## config.mk

```make
export PLATFORM = sky130hd
export DESIGN_NAME = event_irq_enable_mask
export DESIGN_NICKNAME = d
export VERILOG_FILES = /design/src/event_irq_pkg.sv /design/src/event_flag_bank.sv /design/src/event_irq_enable_mask.sv /design/src/irq_mask_reg.sv
export VERILOG_INCLUDE_DIRS = /design/src /design/src/src
export SDC_FILE = /design/constraint.sdc
export NUM_CORES = 1
export LEC_CHECK = 0
export ABC_AREA = 1
export BUFFER_PORTS_ARGS = -buffer_cell sky130_fd_sc_hd__buf_2
export CAP_MARGIN = 20
export CELL_PAD_IN_SITES_DETAIL_PLACEMENT = 1
export CELL_PAD_IN_SITES_GLOBAL_PLACEMENT = 2
export CORE_MARGIN = 2
export CORE_UTILIZATION = 29
export DETAILED_ROUTE_END_ITERATION = 7
export GPL_ROUTABILITY_DRIVEN = 0
export PLACE_DENSITY_LB_ADDON = 0.25
export SLEW_MARGIN = 20
export SYNTH_ARGS = -nofsm -noshare
export SYNTH_HDL_FRONTEND = slang
export SYNTH_SLANG_ARGS = --single-unit
```

## constraint.sdc

```tcl
create_clock -name mclk_i -period 1.9 [get_ports mclk_i]
set_input_delay 0.095 -clock mclk_i [delete_from_list [all_inputs] [get_ports mclk_i]]
set_output_delay 0.095 -clock mclk_i [all_outputs]
set_load 0.02 [all_outputs]
```

## src/event_irq_regs.svh

```systemverilog
`ifndef EVENT_IRQ_REGS_SVH
`define EVENT_IRQ_REGS_SVH

// ---------------------------------------------------------------------
// Register offsets (byte addresses of aligned words; task and event bases open sixteen-word banks)
// ---------------------------------------------------------------------
`define ADDR_W          12
`define OFS_TASK_BASE   12'h000
`define OFS_EVENT_BASE  12'h100
`define OFS_BANK_SPAN   12'h03C
`define OFS_EN_DIRECT   12'h300
`define OFS_EN_SET      12'h304
`define OFS_EN_CLEAR    12'h308
`define OFS_EVT_STATUS  12'h30C

// ---------------------------------------------------------------------
// Field positions and reset values
// ---------------------------------------------------------------------
`define TASK_BIT        0
`define EVENT_BIT       0
`define IDX_LSB         2
`define IDX_MSB         5
`define RST_ENABLE      32'h00000000
`define RST_FLAGS       32'h00000000
`define RST_RDATA       32'h00000000

// ---------------------------------------------------------------------
// Timing
// ---------------------------------------------------------------------
`define IRQ_LATENCY_CYC 1

`endif

```

## src/event_irq_pkg.sv

```systemverilog
package event_irq_pkg;

    // -----------------------------------------------------------------
    // Bus request carried as one bundle.
    // -----------------------------------------------------------------
    typedef struct packed {
        logic        wr;
        logic        rd;
        logic [11:0] addr;
        logic [31:0] wdata;
    } bus_req_t;

    // -----------------------------------------------------------------
    // Register selected by an address.
    // -----------------------------------------------------------------
    typedef enum logic [2:0] {
        SEL_NONE,
        SEL_TASK,
        SEL_EVENT,
        SEL_DIRECT,
        SEL_SET,
        SEL_CLEAR,
        SEL_STATUS
    } reg_sel_t;

endpackage

```

## src/event_flag_bank.sv

```systemverilog
`timescale 1ns/100ps
`include "event_irq_regs.svh"

module event_flag_bank #(
    parameter int N_EVENTS = 16
) (
    // Clock and reset.
    input  wire logic                mclk_i,
    input  wire logic                sys_rst_i,
    // Set and clear requests, one bit per event.
    input  wire logic [N_EVENTS-1:0] set_i,
    input  wire logic [N_EVENTS-1:0] clr_i,
    // Sticky flags.
    output logic      [N_EVENTS-1:0] flags_o
);

    logic [N_EVENTS-1:0] flags_r;
    logic [N_EVENTS-1:0] flags_nxt;

    // A set in the same cycle as a clear wins, so no event is lost.
    always_comb begin
        flags_nxt = (flags_r & ~clr_i) | set_i;
    end

    // Flag storage.
    always_ff @(posedge mclk_i or posedge sys_rst_i) begin
        if (sys_rst_i) begin
            flags_r <= N_EVENTS'(`RST_FLAGS);
        end else begin
            flags_r <= flags_nxt;
        end
    end

    assign flags_o = flags_r;

endmodule // event_flag_bank

```

## src/event_irq_enable_mask.sv

```systemverilog
// Implementation choice: strobed register access.
`timescale 1ns/100ps
`include "event_irq_regs.svh"

module event_irq_enable_mask
    import event_irq_pkg::*;
#(
    parameter int N_EVENTS = 16
) (
    // Clock and reset.
    input  wire logic                mclk_i,
    input  wire logic                sys_rst_i,
    // Register port.
    input  wire logic [11:0]         addr_i,
    input  wire logic [31:0]         wdata_i,
    input  wire logic                wr_i,
    input  wire logic                rd_i,
    output logic      [31:0]         rdata_o,
    // Hardware task triggers, one-cycle pulses.
    input  wire logic [N_EVENTS-1:0] task_trig_i,
    // Event pulses and interrupt line.
    output logic      [N_EVENTS-1:0] event_pulse_o,
    output logic                     irq_o
);

    // -----------------------------------------------------------------
    // Address decoding
    // -----------------------------------------------------------------

    // True when the address is one word of a sixteen-word bank.
    function automatic logic in_bank(input logic [11:0] a,
                                     input logic [11:0] base);
        logic [11:0] top;
        top = base + `OFS_BANK_SPAN;
        return (a >= base) && (a <= top) && (a[1:0] == 2'h0);
    endfunction

    // Maps an address to the register it selects.
    function automatic reg_sel_t decode_sel(input logic [11:0] a);
        reg_sel_t s;
        s = SEL_NONE;
        if (in_bank(a, `OFS_TASK_BASE)) begin
            s = SEL_TASK;
        end else if (in_bank(a, `OFS_EVENT_BASE)) begin
            s = SEL_EVENT;
        end else if (a == `OFS_EN_DIRECT) begin
            s = SEL_DIRECT;
        end else if (a == `OFS_EN_SET) begin
            s = SEL_SET;
        end else if (a == `OFS_EN_CLEAR) begin
            s = SEL_CLEAR;
        end else if (a == `OFS_EVT_STATUS) begin
            s = SEL_STATUS;
        end
        return s;
    endfunction

    // -----------------------------------------------------------------
    // Signals
    // -----------------------------------------------------------------
    bus_req_t            req;
    reg_sel_t            sel;
    logic [3:0]          idx;
    logic [N_EVENTS-1:0] onehot;
    logic [N_EVENTS-1:0] wd_low;
    logic [N_EVENTS-1:0] trig_set;
    logic [N_EVENTS-1:0] flag_clr;
    logic                wr_direct;
    logic                wr_set;
    logic                wr_clr;
    logic [N_EVENTS-1:0] flags;
    logic [N_EVENTS-1:0] en;

    logic [31:0]         rdata_r;
    logic [31:0]         rdata_nxt;
    logic                irq_r;
    logic                irq_nxt;
    logic [N_EVENTS-1:0] pulse_r;
    logic [N_EVENTS-1:0] pulse_nxt;

    // -----------------------------------------------------------------
    // Write side
    // -----------------------------------------------------------------

    // Bundle the port, pick the register and form set and clear masks.
    // An index beyond the event count selects nothing, so a narrow
    // build never writes outside its flags.
    always_comb begin
        req       = '{wr: wr_i, rd: rd_i, addr: addr_i, wdata: wdata_i};
        sel       = decode_sel(req.addr);
        idx       = req.addr[`IDX_MSB:`IDX_LSB];
        wd_low    = req.wdata[N_EVENTS-1:0];
        onehot    = '0;
        if (int'(idx) < N_EVENTS) begin
            onehot[idx] = 1'b1;
        end
        trig_set  = task_trig_i;
        if (req.wr && sel == SEL_TASK && req.wdata[`TASK_BIT]) begin
            trig_set = task_trig_i | onehot;
        end
        flag_clr  = '0;
        if (req.wr && sel == SEL_EVENT && req.wdata[`EVENT_BIT]) begin
            flag_clr = onehot;
        end else if (req.wr && sel == SEL_STATUS) begin
            flag_clr = wd_low;
        end
        wr_direct = req.wr && (sel == SEL_DIRECT);
        wr_set    = req.wr && (sel == SEL_SET);
        wr_clr    = req.wr && (sel == SEL_CLEAR);
    end

    // -----------------------------------------------------------------
    // Storage
    // -----------------------------------------------------------------

    // Sticky event flags.
    event_flag_bank #(
        .N_EVENTS (N_EVENTS)
    ) u_flags (
        .mclk_i   (mclk_i),
        .sys_rst_i(sys_rst_i),
        .set_i    (trig_set),
        .clr_i    (flag_clr),
        .flags_o  (flags)
    );

    // Shared interrupt enable mask behind the three views.
    irq_mask_reg #(
        .N_EVENTS (N_EVENTS)
    ) u_mask (
        .mclk_i     (mclk_i),
        .sys_rst_i  (sys_rst_i),
        .wr_direct_i(wr_direct),
        .wr_set_i   (wr_set),
        .wr_clr_i   (wr_clr),
        .wdata_i    (wd_low),
        .en_o       (en)
    );

    // -----------------------------------------------------------------
    // Read side and interrupt
    // -----------------------------------------------------------------

    // Read data stand only in the cycle after the read strobe; every
    // other cycle shows zero so a stale word is never mistaken for an
    // answer. Unmapped and task addresses read as zero.
    always_comb begin
        rdata_nxt = `RST_RDATA;
        if (req.rd) begin
            unique case (sel)
                SEL_DIRECT: rdata_nxt[N_EVENTS-1:0] = en;
                SEL_SET:    rdata_nxt[N_EVENTS-1:0] = en;
                SEL_CLEAR:  rdata_nxt[N_EVENTS-1:0] = en;
                SEL_STATUS: rdata_nxt[N_EVENTS-1:0] = flags;
                SEL_EVENT:  rdata_nxt[`EVENT_BIT] = |(flags & onehot);
                SEL_TASK:   rdata_nxt = `RST_RDATA;
                SEL_NONE:   rdata_nxt = `RST_RDATA;
            endcase
        end
        // Registering the gated flags costs the one cycle of latency and
        // keeps the line glitch free.
        irq_nxt   = |(flags & en);
        pulse_nxt = trig_set;
    end

    // Output registers.
    always_ff @(posedge mclk_i or posedge sys_rst_i) begin
        if (sys_rst_i) begin
            rdata_r <= `RST_RDATA;
            irq_r   <= 1'b0;
            pulse_r <= '0;
        end else begin
            rdata_r <= rdata_nxt;
            irq_r   <= irq_nxt;
            pulse_r <= pulse_nxt;
        end
    end

    assign rdata_o       = rdata_r;
    assign irq_o         = irq_r;
    assign event_pulse_o = pulse_r;
endmodule // event_irq_enable_mask

```

## src/irq_mask_reg.sv

```systemverilog
`timescale 1ns/100ps
`include "event_irq_regs.svh"

module irq_mask_reg #(
    parameter int N_EVENTS = 16
) (
    // Clock and reset.
    input  wire logic                mclk_i,
    input  wire logic                sys_rst_i,
    // One-cycle write strobes of the three views.
    input  wire logic                wr_direct_i,
    input  wire logic                wr_set_i,
    input  wire logic                wr_clr_i,
    input  wire logic [N_EVENTS-1:0] wdata_i,
    // Shared enable mask.
    output logic      [N_EVENTS-1:0] en_o
);

    logic [N_EVENTS-1:0] en_r;
    logic [N_EVENTS-1:0] en_nxt;

    // All views act on the one mask; zero bits of set or clear keep it.
    always_comb begin
        en_nxt = en_r;
        if (wr_direct_i) begin
            en_nxt = wdata_i;
        end else if (wr_set_i) begin
            en_nxt = en_r | wdata_i;
        end else if (wr_clr_i) begin
            en_nxt = en_r & ~wdata_i;
        end
    end

    // Mask storage, cleared at reset.
    always_ff @(posedge mclk_i or posedge sys_rst_i) begin
        if (sys_rst_i) begin
            en_r <= N_EVENTS'(`RST_ENABLE);
        end else begin
            en_r <= en_nxt;
        end
    end

    assign en_o = en_r;

endmodule // irq_mask_reg

```

==> results.cfg <==
[status]
status = finished, final reports clean

[synth]
ys_seq_elements = 65
ys_seq_area_share_pct = 45.00
synth.distinct_cells = 31
synth_area_per_cell_um2 = 8.015
yosysMostFrequentCell = nand2_1
synthCells = 451
synth_top_area_share_pct = 45.00
synthArstFlopShare_pct = 100.0
syn-cell-area_um2 = 3615
yosys_warnings = 0
synthTopCellsByCount = 80 x nand2_1, 65 x dfrtp_1, 64 x inv_1, 35 x nand3_1, 31 x a21oi_1
ys.flop_type = dfrtp_1
synth_area_leader_cell = dfrtp_1
ys_top_cells_by_area = dfrtp_1 45%, nand2_1 8.3%, inv_1 6.6%
synth-edff-count = 0

[die]
die_area_um2 = 13370
ioPinCount = 113
start_util_pct = 29.85
die_w_um = 115.6
die_y_um = 115.6
core_um2 = 12110
rows = 40

[timing]
finalCriticalPeriod_ns = 1.443
fin_crit_sh_pct = 75.96
drv_slew = 0
setup_viol = 0
tightest_slew_ns = 0.6257
relSlewSlack_pct = 58.24
finalHoldViolations = 0
fmax_ghz = 0.6929
tns_ns = 0
rsz0062_at_grt = false
finClkSkew_ns = 0.009352

[cells_and_area]
design_area_um2 = 4609
post-route-util_pct = 38.06
antennaDiodeCount = 0
final-seq-area_um2 = 1627
area_delta_synth_final_pct = 27.52
multi_input_area_um2 = 1587
stdcell_count = 724
drive_gt1_share_pct = 23.74
fill_cells = 1522
nets = 616

[detailed_routing]
ant_nets = 0
first_pass_iters = 4
drcViolationCount = 0
finalWirelength_um = 12310
viasPerCell = 4.744
dr.first_iter.drc_count = 124
drt-wirelength-per-cell_um = 17.00
dr_total_vias = 3435

[power]
p_clk_share_pct = 47.3
power_leakage_nw = 2.390
p_int_mw = 2.531
ir_drop_uv = 364.9
combPwrFrac_pct = 10.8
power_frac_seq_pct = 41.9
p_sw_share_pct = 25.15
p_per_area_nw_per_um2 = 733.4
power.switching_mw = 0.8502

[placement]
placed_cells = 699
dp_hpwl_um = 8997
io_buffers = 80
dpl_cell_area_um2 = 4232

[critical_path]
worst-path-max-fanout = 15
path_delay_family = simple AND/OR/NAND/NOR gates
cp-end-kind = flip-flop
path_common_cell = nand4_1
crit_buf_inv = 3
ff2ff_path_depth = 10
slowest_stage = a21oi_1
cpPeakStageDelay_ns = 0.31
crit_required_ns = 2.11
cp-start-kind = input pin
crit_chain = buf_2, nor2_1, inv_2, nor2_2, nand4_1, o21ai_4, buf_4, nand4_1, a21oi_1
critPathKind = input pin to flip-flop
worstPathArrival_ns = 1.65
cp.depth = 9

[hold_path]
min_path_type = input pin to flip-flop
hold_depth = 3

[global_route]
grt_pass1_vias = 3539
grt_pass1_wl_um = 19350
overflow = 0
grt_usage_pct = 19.21
grt_max_degree = 47
antenna_found_initial = 0

[clocking]
cts-root-buf = clkbuf_16
cts_buffer_depth = 2
hold_buffers = 10
cts.sinks = 65
cts_tree = done
post_cts_buffers = 0
cts.htree.levels = 3
cts_resized = 0
clk_pin_slew_ns = 0.06
worstSkewPairLatency_ns = 0.33
cts_buffers = 9

[job]
drv_cap = 0
==> worst reg2reg max path: stages, from the launching register on <==
cell and delay (ns):
dfrtp_1 0.44, nand3_1 0.12, nand2_1 0.05, inv_1 0.05
nand2_1 0.04, nor2_1 0.11, nand2_1 0.08, nand2_1 0.07
nand3_1 0.09, nand2_1 0.08, inv_1 0.03
==> cell type report <==
class                   count  share of cell area [%]
inverters                  70                   5.700
flip-flops and latches     65                   35.29
clock inverters             4                  0.9772
well taps                 168                   4.560
multi-input cells         300                   34.42
clock buffers              11                   5.049
repair buffers            106                   14.01
==> through the flow <==
step	setup WS, ns	hold slack (ns)	total power, mW
floorplan	0.1785	0.1989	1.663
global placement	0.2079	0.1259	1.787
detailed placement	0.1325	0.1331	1.793
CTS	0.4789	0.004623	3.408
global route	0.3263	0.02378	3.522
finish	0.4567	0.006777	3.381
==> placed cells by master, fill, tap and decap left out, types with 2 or more instances in the layout <==
cell type	netlist	final
inv_1	64	63
nor2_1	28	28
dfrtp_1	65	65
conb_1	1	16
inv_2	6	7
clkinv_2	0	3
nor2_4	4	4
nand2_1	80	80
o21ai_0	15	15
clkbuf_1	5	2
dlygate4sd3_1	0	10
nand3_1	35	35
o21bai_1	22	22
buf_2	9	80
a21oi_1	31	31
nand4_1	17	17
nor3_1	13	13
clkbuf_16	0	9
buf_12	0	2
a221oi_1	4	4
a21o_1	16	16
o211ai_1	5	5
nand2_2	4	4
buf_4	16	14
==> routing by layer <==
layer  vias to the layer above  track usage, %  part of all wire (%)  routed length, um
li1                       1650               -                     -                  -
met1                      1682           26.12                    47               5792
met2                        94           32.09                    47               5835
met3                         9           3.609                   4.6                561
met4                         0           4.048                  0.97                119
met5                         -               0                     0                  0
==> worst paths after layout <==
kind	from	to	slack [ns]
setup / recovery	addr_i[1]	rdata_o[3]	0.46
hold / removal	task_trig_i[14]	event_pulse_o[14]	0.007
setup reg to reg	u_flags.flags_o[14]	rdata_o[0]	0.64
hold reg to reg	flip-flop	flip-flop	0.51
max in group asynchronous	sys_rst_i	async pin	0.95
min in group asynchronous	sys_rst_i	event_pulse_o[11]	0.33
==> power by group through the flow <==
stage | Clock, mW | Combinational (mW) | Sequential (mW)
after CTS | 1.62 | 0.370 | 1.42
after floorplan | 0 | 0.197 | 1.47
after detailed placement | 0 | 0.353 | 1.44
final | 1.60 | 0.366 | 1.42
after global placement | 0 | 0.348 | 1.44
after global routing | 1.70 | 0.406 | 1.42
==> cell families after synthesis <==
logic type	Yosys count	share of synthesized area, %
simple gates	186	24.33
buf+inv	101	12.67
compound gates	98	17.90
flops	65	45.00
other cells	1	0.1037
(Power assumes the default switching activity.)
